### src/hw/ledfs_consts.vh
`ifndef LEDFS_CONSTS_VH
`define LEDFS_CONSTS_VH

// Register offsets
`define LEDFS_ADDR_W             7
`define LEDFS_OFS_STATUS_B       7'h04
`define LEDFS_OFS_STATUS_C       7'h05
`define LEDFS_OFS_THR            7'h06
`define LEDFS_OFS_SLEEP          7'h07
`define LEDFS_OFS_CH1_CUR_LO     7'h08
`define LEDFS_OFS_CH1_CUR_HI     7'h09
`define LEDFS_OFS_CH2_CUR_LO     7'h0A
`define LEDFS_OFS_CH2_CUR_HI     7'h0B
`define LEDFS_OFS_DIM_DIV        7'h0C
`define LEDFS_OFS_CH1_DIM_LO     7'h0D
`define LEDFS_OFS_CH1_DIM_HI     7'h0E
`define LEDFS_OFS_CH2_DIM_LO     7'h0F
`define LEDFS_OFS_CH2_DIM_HI     7'h10
`define LEDFS_OFS_CH1_ON_TIME    7'h11
`define LEDFS_OFS_CH2_ON_TIME    7'h12

// fault_status_b bit positions
`define LEDFS_B_CH1_MAX_DUTY     0
`define LEDFS_B_CH1_BOOT_UV      1
`define LEDFS_B_CH1_THERM_PROT   2
`define LEDFS_B_CH2_MAX_DUTY     3
`define LEDFS_B_CH2_BOOT_UV      4
`define LEDFS_B_CH2_THERM_PROT   5

// fault_status_c bit positions
`define LEDFS_C_CH1_SUMMARY      0
`define LEDFS_C_CH2_SUMMARY      1
`define LEDFS_C_POWER_CYCLE      2
`define LEDFS_C_THERM_WARN       3
`define LEDFS_C_WDOG_LO          4
`define LEDFS_C_WDOG_HI          5
`define LEDFS_C_SUPPLY_UV        6
`define LEDFS_C_STANDALONE       7

// Reset values
`define LEDFS_RST_THR            8'h8A
`define LEDFS_RST_SLEEP          2'h0
`define LEDFS_RST_DIM_DIV        3'h4
`define LEDFS_RST_POWER_CYCLE    1'b1
`define LEDFS_RST_ZERO8          8'h00
`define LEDFS_RST_ZERO2          2'h0
`define LEDFS_RST_ZERO6          6'h00
`define LEDFS_RST_FLAG           1'b0

// Sleep field codes
`define LEDFS_SLEEP_EXIT         2'h0
`define LEDFS_SLEEP_ENTER        2'h1

// Watchdog expiry count
`define LEDFS_WDOG_LIMP          2'h3

`endif

### src/hw/ledfs_regs.v
`timescale 1ns/1ps
`include "ledfs_consts.vh"

module ledfs_regs #(
	parameter ADDR_W = `LEDFS_ADDR_W
) (
	input  wire              core_clk_i,
	input  wire              rst_n_i,
	// Register port from the serial front end
	input  wire [ADDR_W-1:0] reg_addr_i,
	input  wire [7:0]        reg_wdata_i,
	input  wire              reg_wr_i,
	input  wire              reg_rd_i,
	input  wire              reg_rd_done_i,
	output reg  [7:0]        reg_rdata_o,
	// Analog fault conditions, levels
	input  wire              ch1_therm_shutdown_i,
	input  wire              ch2_therm_shutdown_i,
	input  wire              ch1_boot_undervolt_i,
	input  wire              ch2_boot_undervolt_i,
	input  wire              ch1_max_duty_i,
	input  wire              ch2_max_duty_i,
	input  wire              analog_supply_undervolt_i,
	input  wire [7:0]        temp_adc_msb_i,
	input  wire              ch1_other_fault_i,
	input  wire              ch2_other_fault_i,
	// Events
	input  wire              wdog_expire_i,
	input  wire              standalone_enter_i,
	input  wire              reset_detect_cmd_i,
	input  wire [1:0]        ch_enable_req_i,
	// Control outputs
	output wire [1:0]        ch_enable_o,
	output reg               limp_home_o,
	output reg               sleep_mode_o,
	output wire [9:0]        ch1_current_o,
	output wire [9:0]        ch2_current_o,
	output wire [2:0]        dim_clock_divider_o,
	output wire [9:0]        ch1_dim_width_o,
	output wire [9:0]        ch2_dim_width_o,
	output wire [7:0]        ch1_on_time_o,
	output wire [7:0]        ch2_on_time_o
);

	// Status B flags, bit order as in the register
	reg  [5:0]        stat_b_q;
	reg  [5:0]        stat_b_d;
	reg               supply_uv_q;
	reg  [1:0]        wdog_cnt_q;
	reg               therm_warn_q;
	reg               power_cycle_q;
	reg               standalone_q;
	reg  [ADDR_W-1:0] rd_addr_q;
	reg               rd_pend_q;

	// Control registers
	reg  [7:0]        thr_q;
	reg  [1:0]        sleep_q;
	reg  [1:0]        ch1_cur_lo_q;
	reg  [7:0]        ch1_cur_hi_q;
	reg  [1:0]        ch2_cur_lo_q;
	reg  [7:0]        ch2_cur_hi_q;
	reg  [2:0]        dim_div_q;
	reg  [1:0]        ch1_dim_lo_q;
	reg  [7:0]        ch1_dim_hi_q;
	reg  [1:0]        ch2_dim_lo_q;
	reg  [7:0]        ch2_dim_hi_q;
	reg  [7:0]        ch1_on_q;
	reg  [7:0]        ch2_on_q;

	wire [5:0]        cond_b;
	wire              therm_warn_cond;
	wire              clr_b;
	wire              clr_c;
	wire [1:0]        ch_summary;
	wire [7:0]        stat_b_rd;
	wire [7:0]        stat_c_rd;
	reg  [7:0]        rd_mux;
	wire [1:0]        other_fault;

	// Three flags per channel in fault_status_b, channel one in the low bits
	localparam CH_STRIDE = `LEDFS_B_CH2_MAX_DUTY - `LEDFS_B_CH1_MAX_DUTY;
	localparam NUM_CH    = 2;

	function wr_hit;
		input [ADDR_W-1:0] ofs;
		begin
			wr_hit = reg_wr_i && (reg_addr_i == ofs);
		end
	endfunction

	// A detection in the clearing cycle keeps its flag set
	function sticky_next;
		input flag_q;
		input clr;
		input hit;
		begin
			sticky_next = (flag_q & ~clr) | hit;
		end
	endfunction

	assign cond_b[`LEDFS_B_CH1_MAX_DUTY]   = ch1_max_duty_i;
	assign cond_b[`LEDFS_B_CH1_BOOT_UV]    = ch1_boot_undervolt_i;
	assign cond_b[`LEDFS_B_CH1_THERM_PROT] = ch1_therm_shutdown_i;
	assign cond_b[`LEDFS_B_CH2_MAX_DUTY]   = ch2_max_duty_i;
	assign cond_b[`LEDFS_B_CH2_BOOT_UV]    = ch2_boot_undervolt_i;
	assign cond_b[`LEDFS_B_CH2_THERM_PROT] = ch2_therm_shutdown_i;

	// Warning trips when the upper ADC byte passes the programmed limit
	assign therm_warn_cond = temp_adc_msb_i > thr_q;

	// A flag that sets after the read command is not in the response, yet is
	// still dropped by the clear if its condition has already ended
	// Clear fires at the end of the response transfer for the address read
	assign clr_b = reg_rd_done_i && rd_pend_q && (rd_addr_q == `LEDFS_OFS_STATUS_B);
	assign clr_c = reg_rd_done_i && rd_pend_q && (rd_addr_q == `LEDFS_OFS_STATUS_C);

	// Track which address the pending response belongs to
	// A newer read command retargets a pending clear to its own address
	always @(posedge core_clk_i or negedge rst_n_i) begin
		if (!rst_n_i) begin
			rd_addr_q <= {ADDR_W{1'b0}};
			rd_pend_q <= 1'b0;
		end else if (reg_rd_i) begin
			rd_addr_q <= reg_addr_i;
			rd_pend_q <= 1'b1;
		end else if (reg_rd_done_i) begin
			rd_pend_q <= 1'b0;
		end
	end

	// Sticky flags; a live condition always holds its flag through a clear
	always @* begin
		stat_b_d = stat_b_q;
		if (clr_b) begin
			stat_b_d = 6'h00;
		end
		stat_b_d = stat_b_d | cond_b;
	end

	always @(posedge core_clk_i or negedge rst_n_i) begin
		if (!rst_n_i) begin
			stat_b_q <= `LEDFS_RST_ZERO6;
		end else begin
			stat_b_q <= stat_b_d;
		end
	end

	// Supply undervoltage stays set until a clearing read finds it gone
	always @(posedge core_clk_i or negedge rst_n_i) begin
		if (!rst_n_i) begin
			supply_uv_q <= `LEDFS_RST_FLAG;
		end else begin
			supply_uv_q <= sticky_next(supply_uv_q, clr_c, analog_supply_undervolt_i);
		end
	end

	// Warning follows the same clear rule as the fault flags
	always @(posedge core_clk_i or negedge rst_n_i) begin
		if (!rst_n_i) begin
			therm_warn_q <= `LEDFS_RST_FLAG;
		end else begin
			therm_warn_q <= sticky_next(therm_warn_q, clr_c, therm_warn_cond);
		end
	end

	// Only reset sets the power-cycle flag; a clearing read drops it for good
	always @(posedge core_clk_i or negedge rst_n_i) begin
		if (!rst_n_i) begin
			power_cycle_q <= `LEDFS_RST_POWER_CYCLE;
		end else begin
			power_cycle_q <= power_cycle_q & ~clr_c;
		end
	end

	// Standalone is a plain status bit: reads never clear it
	// Entering standalone wins over a simultaneous clear command
	always @(posedge core_clk_i or negedge rst_n_i) begin
		if (!rst_n_i) begin
			standalone_q <= `LEDFS_RST_FLAG;
		end else if (standalone_enter_i) begin
			standalone_q <= 1'b1;
		end else if (reset_detect_cmd_i) begin
			standalone_q <= 1'b0;
		end
	end

	// Expiry counter saturates; an expiry in the clearing cycle counts as one
	always @(posedge core_clk_i or negedge rst_n_i) begin
		if (!rst_n_i) begin
			wdog_cnt_q <= `LEDFS_RST_ZERO2;
		end else if (clr_c) begin
			wdog_cnt_q <= wdog_expire_i ? 2'h1 : 2'h0;
		end else if (wdog_expire_i && (wdog_cnt_q != `LEDFS_WDOG_LIMP)) begin
			wdog_cnt_q <= wdog_cnt_q + 2'h1;
		end
	end

	// Limp-home is latched: clearing the count does not return to normal mode
	always @(posedge core_clk_i or negedge rst_n_i) begin
		if (!rst_n_i) begin
			limp_home_o <= 1'b0;
		end else if (wdog_expire_i && (wdog_cnt_q == 2'h2)) begin
			limp_home_o <= 1'b1;
		end
	end

	assign other_fault = {ch2_other_fault_i, ch1_other_fault_i};

	// Summary follows the latched status B flags and the live other-fault input, so it drops once both are clear; the protect flag holds
	// the channel off until cleared, and the power-cycle flag blocks both
	genvar ch;
	generate
		for (ch = 0; ch < NUM_CH; ch = ch + 1) begin : g_chan
			assign ch_summary[ch] = |stat_b_q[CH_STRIDE*ch +: CH_STRIDE]
				| other_fault[ch];
			assign ch_enable_o[ch] = ch_enable_req_i[ch] & ~power_cycle_q
				& ~stat_b_q[CH_STRIDE*ch + `LEDFS_B_CH1_THERM_PROT];
		end
	endgenerate

	assign stat_b_rd = {2'b00, stat_b_q};
	assign stat_c_rd = {standalone_q, supply_uv_q, wdog_cnt_q, therm_warn_q,
		power_cycle_q, ch_summary};

	// Control register writes; status addresses ignore writes
	always @(posedge core_clk_i or negedge rst_n_i) begin
		if (!rst_n_i) begin
			thr_q        <= `LEDFS_RST_THR;
			sleep_q      <= `LEDFS_RST_SLEEP;
			ch1_cur_lo_q <= `LEDFS_RST_ZERO2;
			ch1_cur_hi_q <= `LEDFS_RST_ZERO8;
			ch2_cur_lo_q <= `LEDFS_RST_ZERO2;
			ch2_cur_hi_q <= `LEDFS_RST_ZERO8;
			dim_div_q    <= `LEDFS_RST_DIM_DIV;
			ch1_dim_lo_q <= `LEDFS_RST_ZERO2;
			ch1_dim_hi_q <= `LEDFS_RST_ZERO8;
			ch2_dim_lo_q <= `LEDFS_RST_ZERO2;
			ch2_dim_hi_q <= `LEDFS_RST_ZERO8;
			ch1_on_q     <= `LEDFS_RST_ZERO8;
			ch2_on_q     <= `LEDFS_RST_ZERO8;
		end else begin
			if (wr_hit(`LEDFS_OFS_THR)) begin
				thr_q <= reg_wdata_i;
			end
			if (wr_hit(`LEDFS_OFS_SLEEP)) begin
				sleep_q <= reg_wdata_i[1:0];
			end
			if (wr_hit(`LEDFS_OFS_CH1_CUR_LO)) begin
				ch1_cur_lo_q <= reg_wdata_i[1:0];
			end
			if (wr_hit(`LEDFS_OFS_CH1_CUR_HI)) begin
				ch1_cur_hi_q <= reg_wdata_i;
			end
			if (wr_hit(`LEDFS_OFS_CH2_CUR_LO)) begin
				ch2_cur_lo_q <= reg_wdata_i[1:0];
			end
			if (wr_hit(`LEDFS_OFS_CH2_CUR_HI)) begin
				ch2_cur_hi_q <= reg_wdata_i;
			end
			if (wr_hit(`LEDFS_OFS_DIM_DIV)) begin
				dim_div_q <= reg_wdata_i[2:0];
			end
			if (wr_hit(`LEDFS_OFS_CH1_DIM_LO)) begin
				ch1_dim_lo_q <= reg_wdata_i[1:0];
			end
			if (wr_hit(`LEDFS_OFS_CH1_DIM_HI)) begin
				ch1_dim_hi_q <= reg_wdata_i;
			end
			if (wr_hit(`LEDFS_OFS_CH2_DIM_LO)) begin
				ch2_dim_lo_q <= reg_wdata_i[1:0];
			end
			if (wr_hit(`LEDFS_OFS_CH2_DIM_HI)) begin
				ch2_dim_hi_q <= reg_wdata_i;
			end
			if (wr_hit(`LEDFS_OFS_CH1_ON_TIME)) begin
				ch1_on_q <= reg_wdata_i;
			end
			if (wr_hit(`LEDFS_OFS_CH2_ON_TIME)) begin
				ch2_on_q <= reg_wdata_i;
			end
		end
	end

	// Codes 10 and 11 leave the sleep state as it was
	always @(posedge core_clk_i or negedge rst_n_i) begin
		if (!rst_n_i) begin
			sleep_mode_o <= 1'b0;
		end else if (sleep_q == `LEDFS_SLEEP_ENTER) begin
			sleep_mode_o <= 1'b1;
		end else if (sleep_q == `LEDFS_SLEEP_EXIT) begin
			sleep_mode_o <= 1'b0;
		end
	end

	// Ten-bit values pair the high byte with the two low bits of the low byte
	assign ch1_current_o       = {ch1_cur_hi_q, ch1_cur_lo_q};
	assign ch2_current_o       = {ch2_cur_hi_q, ch2_cur_lo_q};
	assign dim_clock_divider_o = dim_div_q;
	assign ch1_dim_width_o     = {ch1_dim_hi_q, ch1_dim_lo_q};
	assign ch2_dim_width_o     = {ch2_dim_hi_q, ch2_dim_lo_q};
	assign ch1_on_time_o       = ch1_on_q;
	assign ch2_on_time_o       = ch2_on_q;

	// Read decode; reserved bits and unmapped addresses read zero
	always @* begin
		if (reg_addr_i == `LEDFS_OFS_STATUS_B) begin
			rd_mux = stat_b_rd;
		end else if (reg_addr_i == `LEDFS_OFS_STATUS_C) begin
			rd_mux = stat_c_rd;
		end else if (reg_addr_i == `LEDFS_OFS_THR) begin
			rd_mux = thr_q;
		end else if (reg_addr_i == `LEDFS_OFS_SLEEP) begin
			rd_mux = {6'h00, sleep_q};
		end else if (reg_addr_i == `LEDFS_OFS_CH1_CUR_LO) begin
			rd_mux = {6'h00, ch1_cur_lo_q};
		end else if (reg_addr_i == `LEDFS_OFS_CH1_CUR_HI) begin
			rd_mux = ch1_cur_hi_q;
		end else if (reg_addr_i == `LEDFS_OFS_CH2_CUR_LO) begin
			rd_mux = {6'h00, ch2_cur_lo_q};
		end else if (reg_addr_i == `LEDFS_OFS_CH2_CUR_HI) begin
			rd_mux = ch2_cur_hi_q;
		end else if (reg_addr_i == `LEDFS_OFS_DIM_DIV) begin
			rd_mux = {5'h00, dim_div_q};
		end else if (reg_addr_i == `LEDFS_OFS_CH1_DIM_LO) begin
			rd_mux = {6'h00, ch1_dim_lo_q};
		end else if (reg_addr_i == `LEDFS_OFS_CH1_DIM_HI) begin
			rd_mux = ch1_dim_hi_q;
		end else if (reg_addr_i == `LEDFS_OFS_CH2_DIM_LO) begin
			rd_mux = {6'h00, ch2_dim_lo_q};
		end else if (reg_addr_i == `LEDFS_OFS_CH2_DIM_HI) begin
			rd_mux = ch2_dim_hi_q;
		end else if (reg_addr_i == `LEDFS_OFS_CH1_ON_TIME) begin
			rd_mux = ch1_on_q;
		end else if (reg_addr_i == `LEDFS_OFS_CH2_ON_TIME) begin
			rd_mux = ch2_on_q;
		end else begin
			rd_mux = 8'h00;
		end
	end

	// Snapshot taken at the read command so the response is stable while it shifts
	always @(posedge core_clk_i or negedge rst_n_i) begin
		if (!rst_n_i) begin
			reg_rdata_o <= `LEDFS_RST_ZERO8;
		end else if (reg_rd_i) begin
			reg_rdata_o <= rd_mux;
		end
	end

endmodule

### config.mk
export PLATFORM = sky130hd
export DESIGN_NAME = ledfs_regs
export DESIGN_NICKNAME = d
export VERILOG_FILES = /design/src/hw/ledfs_regs.v
export VERILOG_INCLUDE_DIRS = /design/src /design/src/hw
export SDC_FILE = /design/constraint.sdc
export NUM_CORES = 1
export LEC_CHECK = 0
export BUFFER_PORTS_ARGS = -buffer_cell sky130_fd_sc_hd__buf_2
export CORE_MARGIN = 1
export CORE_UTILIZATION = 58
export CTS_CLUSTER_SIZE = 14
export DETAILED_ROUTE_END_ITERATION = 10
export PLACE_DENSITY = 0.85
export SETUP_SLACK_MARGIN = 0.02
export SYNTH_ARGS = -nofsm -noshare
export SYNTH_HDL_FRONTEND = slang
export SYNTH_SLANG_ARGS = --single-unit
### constraint.sdc
create_clock -name core_clk_i -period 4.5 [get_ports core_clk_i]
set_input_delay 0.675 -clock core_clk_i [delete_from_list [all_inputs] [get_ports core_clk_i]]
set_output_delay 0.675 -clock core_clk_i [all_outputs]
set_load 0.05 [all_outputs]
* Word-level counts from Yosys, hierarchy flattened *
Cells that the tools add are included.

word-level totals
  register bits after elaboration = 99
  input port bits = 42
  output and inout port bits = 71
  logic and storage cells = 112

operators by class
  $add $sub $neg = 1
  $lt $le $gt $ge = 1
  equality and inequality tests = 20
  muxes and demuxes = 25
  bitwise operators = 16
  reduce and logical (&&, ||, !) cells = 25

operators by type and width
  kind                                            number
  2-to-1 mux 8 bit                                15
  == test 7 x 4 -> 1 bit (second input constant)  8
  == test 7 x 3 -> 1 bit (second input constant)  6
  == test 7 x 5 -> 1 bit (second input constant)  3
  logical AND 1 bit                               18
  > comparator 8 bit                              1
  nonzero test 2 bit                              4
  bitwise AND 1 bit                               7
  2-to-1 mux 1 bit                                7
  2-to-1 mux 6 bit                                1
  bitwise OR 6 bit                                1
  OR reduction 3 bit                              2
  2-to-1 mux 2 bit                                2
  inverter 1 bit                                  4
  bitwise OR 1 bit                                4
  adder 2 x 1 -> 2 bit (second input constant)    1
  == test 2 x 1 -> 1 bit (second input constant)  1
  == test 2 bit (second input constant)           1
  logical NOT 2 bit                               1
  inequality test 2 bit (second input constant)   1

* Longest topological paths before layout *
  depth after elaboration = 16
  gate-level depth with buffers = 7
  depth with buffers taken out = 7

* Least setup slack after synthesis *
No wires, ideal clock.

  path type = input -> output
  from = input ch_enable_req_i[0]
  to = output ch_enable_o[0]
  data arrival time = 1.821 ns
  data required time = 3.825 ns
  slack = 2.004 ns
  stages = 1
  path buffers = 0
  cells stage by stage = nor3b_1

on the way
  word-level cells in the longest chain between the ends = 2

RTL lines
  element                         RTL line          RTL
  start: declaration              ledfs_regs.v:31   input wire [1:0] ch_enable_req_i,
  bitwise AND 1 bit (2 in a row)  ledfs_regs.v:217  assign ch_enable_o[ch] = ch_enable_req_i[ch] & ~power_cycle_q
  end: declaration                ledfs_regs.v:33   output wire [1:0] ch_enable_o,

Every way passes these cells.

* Worst setup path in the final report *
  from = input reg_addr_i[1]
  to = register thr_q[0]

on the way
  word-level cells in the longest chain between the ends = 2

RTL lines
  element                 RTL line          RTL
  start: declaration      ledfs_regs.v:10   input wire [ADDR_W-1:0] reg_addr_i,
  == test 7 x 3 -> 1 bit  ledfs_regs.v:88   wr_hit = reg_wr_i && (reg_addr_i == ofs);
  logical AND 1 bit       ledfs_regs.v:88
  end signal: assignment  ledfs_regs.v:229  thr_q <= `LEDFS_RST_THR;
  end signal: assignment  ledfs_regs.v:244  thr_q <= reg_wdata_i;
  end: declaration        ledfs_regs.v:57   reg [7:0] thr_q;

Every way passes these cells.
A chain may end at the register's enable or synchronous reset.

==> results.rst <==
.. list-table::
   :header-rows: 1

   * - Metric
     - Value
   * - Status
     - finished, final reports clean
   * - Depth of the critical timing path with buffers and inverters included
     - 5
   * - Worst setup EP type
     - flop
   * - Top cell type by total area after synthesis
     - dfrtp_1
   * - Critical path required time
     - 4.75 ns
   * - Max IR drop VDD
     - 0.254 mV
   * - Share of the synthesized area in compound gates (AO/OA/AOI/OAI)
     - 0.109
   * - Largest family of logic cells by synthesized area
     - multiplexers
   * - Horizontal die dimension
     - 94.7 microns
   * - Shortest period the worst path allows
     - 2.74 ns
   * - Post-synthesis xor/xnor area fraction
     - 0.00176
   * - Worst Path Class, Setup
     - in2reg
   * - Hold WC Path Type
     - in2async
   * - Area of combinational cells with multiple inputs
     - 2270 sq um
   * - Clock tree from TritonCTS
     - yes
   * - Leading cell type in the layout, fill and taps excluded
     - buf_2
   * - Grt total ovfl
     - 0
   * - Clk Latency, worst-skew pair
     - 0.36 ns
   * - Largest net degree at the start of global routing
     - 65
   * - Cell count of the worst reg-to-reg path
     - 3
   * - Pwr dens
     - 382 nW/um^2
   * - Total instance count after detailed placement
     - 628
   * - Routed Wire Length
     - 12,800 microns
   * - Count of buffer and inverter cells on the critical path
     - 1
   * - Average detailed-routed wire length per instance
     - 19.8 microns
   * - Post-route clock period utilization
     - 0.610
   * - Layout cell share with drive strength beyond 1
     - 0.401
   * - Kind of cell adding the most delay to the critical path
     - simple AND/OR/NAND/NOR gates
   * - Cell with the largest stage delay on the worst path
     - nor2b_1
   * - Netlist area before placement
     - 4990 sq um
   * - Count of TritonRoute iterations in the first routing pass
     - 5
   * - Setup TNS
     - 0 ns
   * - Slew Limit Fails
     - 0
   * - First-pass GRT wire length
     - 19,600 microns
   * - Via count
     - 3,947
   * - Sequential cell area
     - 2480 sq um
   * - Area fraction of the dominant cell type after synthesis
     - 0.472
   * - Antenna diode count
     - 0
   * - Setup Fix Bufs, Post-CTS
     - 0
   * - Number of synthesis warnings
     - 0
   * - Sequential share of the synthesized area
     - 0.498
   * - Worst setup timing slack at the placement stage
     - 1.51 ns
   * - Inserted Clock Buffers
     - 9
   * - Post-DP HPWL
     - 9100 microns
   * - Commonest non-fill, non-tap cells in the layout
     - 111 x buf_2, 94 x dfrtp_1, 68 x mux2_2
   * - RSZ-0062 raised after global routing
     - false
   * - Area of the placeable core
     - 8260 sq um
   * - Final clock skew
     - 0.00688 ns
   * - Upper clock frequency limit
     - 0.364 GHz
   * - Delay of the slowest critical-path stage
     - 0.73 ns
   * - Net count after synthesis
     - 483
   * - Via density per instance
     - 6.13
   * - Static power due to leakage
     - 2.89 nW
   * - Antenna viol nets, final
     - 0
   * - Flop and latch count out of synthesis
     - 99
   * - Prevailing post-synth register cell
     - dfrtp_1
   * - Antenna violations before repair
     - 0
   * - Number of clock sinks
     - 99
   * - Post-layout utilization of the core
     - 0.697
   * - Max-slew headroom
     - 0.382
   * - Die Span Y
     - 94.7 microns
   * - Finish-stage setup viols
     - 0
   * - Clock tree root buffer cell
     - clkbuf_8
   * - Maximum root-to-sink buffer count
     - 2
   * - Area growth syn-to-layout
     - 15.3%
   * - Final Non-Filler Cells
     - 644
   * - Net count of the finished layout
     - 586
   * - CP arrival
     - 2.99 ns
   * - Number of placement rows
     - 33
   * - Number of instances in the synthesized netlist
     - 431
   * - Combined global-route utilization of all metal layers
     - 0.293
   * - Reg clk slew, reported paths
     - 0.09 ns
   * - Simple-gate share of the synthesized area
     - 0.109
   * - Number of enable-type register cells in the synthesized netlist
     - 0
   * - Share of flip-flops with an asynchronous set or reset after synthesis
     - 1.00
   * - Fraction of synthesized area in multiplexers
     - 0.209
   * - CP max FO
     - 35
   * - DRT iter0 DRCs
     - 359
   * - Mean instance size in the synthesized netlist
     - 11.6 sq um
   * - Number of global-route vias before repair
     - 3,835
   * - Number of top-level design ports
     - 113
   * - Total of max-cap violations
     - 0
   * - Quantity of hold-fixing buffers added after cts
     - 0
   * - Final hold violations
     - 0
   * - Post-cts sizing count
     - 0
   * - Initial Utilization
     - 0.604
   * - Startpoint types
     - input pin
   * - Final WS setup
     - 1.76 ns
   * - Global placer's final weighted congestion
     - 0.859
   * - Cell-by-cell trace of the critical path
     - buf_2 > nor2b_1 > nand2_1 > nor2_2 > mux2_2
   * - Adder and majority cell fraction of the synthesized area
     - 0.0251
   * - Layout filler cell count
     - 615
   * - H-Tree Depth
     - 3
   * - Transition time at the pin with the least slew margin
     - 0.927 ns
   * - Leading cell types by total area after synthesis
     - dfrtp_1 47%, mux2_2 15%, mux2i_1 4.6%
   * - Number of unique standard cell types used by synthesis
     - 59
   * - Remaining DRCs
     - 0
   * - Number of port buffers
     - 112
   * - Die footprint
     - 8980 sq um
-- layer usage --
metal / wire (microns) / share of wire / up-vias / GRT usage
li1: - / - / 1772 / -
met1: 5190 / 0.41 / 1947 / 0.389
met2: 6220 / 0.49 / 205 / 0.469
met3: 1110 / 0.087 / 23 / 0.0556
met4: 262 / 0.021 / 0 / 0.128
met5: 0 / 0 / - / 0
-- final timing paths --
path / start / end / slack, ns
worst min register to register: limp_home_o / limp_home_o / 0.46
max in group asynchronous: rst_n_i / power_cycle_q / 3.10
min in group core_clk_i: limp_home_o / limp_home_o / 0.46
worst max register to register: ch2_dim_lo_q[0] / reg_rdata_o[0] / 2.79
worst max-delay path: reg_addr_i[1] / thr_q[0] / 1.76
worst min-delay path: rst_n_i / supply_uv_q / 0.38
-- per-stage QoR --
stage               cell area [sq um]  total power, mW  hold WS (ns)
floorplan                        4990             1.40         0.379
global placement                 5520             1.53         0.436
detailed placement               5520             1.55         0.444
CTS                              5750             2.20         0.417
global route                     5750             2.29         0.435
finish                           5750             2.19         0.377
-- cells in the mapped netlist (2+ instances only) --
cell type / n
and2_1: 6
mux4_2: 2
clkbuf_8: 5
nor3b_1: 3
o21ai_0: 31
mux2i_1: 23
o21ai_1: 2
o211ai_1: 2
nand3_1: 17
nor2b_1: 6
ha_1: 10
nor2_2: 2
o22ai_1: 5
a21oi_1: 10
a22oi_1: 2
buf_6: 3
a31oi_1: 2
dfstp_2: 5
nor3_1: 3
dfrtp_1: 94
a221oi_1: 5
clkbuf_1: 5
nand4_1: 2
o221ai_1: 2
inv_1: 18
and3_1: 2
nor4_1: 2
buf_2: 6
nand2_1: 30
a21o_1: 11
o311ai_0: 2
mux2_2: 68
or3_1: 2
nor2_1: 18
-- flip-flops by register name, indices dropped and copies added, names as in the netlist, 2 cells and up --
register             flops
dim_clock_divider_o      3
ch1_cur_lo_q             2
ch1_dim_hi_q             8
ch1_on_time_o            8
thr_q                    8
wdog_cnt_q               2
rd_addr_q                7
sleep_q                  2
ch2_dim_hi_q             8
reg_rdata_o              8
ch1_dim_lo_q             2
ch2_on_time_o            8
stat_b_q                 6
ch2_dim_lo_q             2
ch1_cur_hi_q             8
ch2_cur_lo_q             2
ch2_cur_hi_q             8
-- cell type report --
class | instances | share of cell area
tap | 105 | 0.0228
multi-input combinational | 293 | 0.394
clock inverter | 6 | 0.0165
inverter | 18 | 0.0117
sequential | 99 | 0.432
timing repair buffer | 113 | 0.0992
clock buffer | 10 | 0.0239
-- where the power goes --
group          total, mW  internal, mW  switching, mW
registers           1.04         0.973         0.0672
clock network      0.655         0.335          0.321
logic              0.499         0.158          0.341
total               2.19          1.47          0.729
-- cells by family after synthesis --
family,Yosys count
AND/OR/NAND/NOR,105
flip-flops,99
multiplexers,93
AO/OA/AOI/OAI,84
buffers and inverters,39
adder cells (fa/ha/maj),10
XOR/XNOR,1
Power figures use the tool's default switching activity.
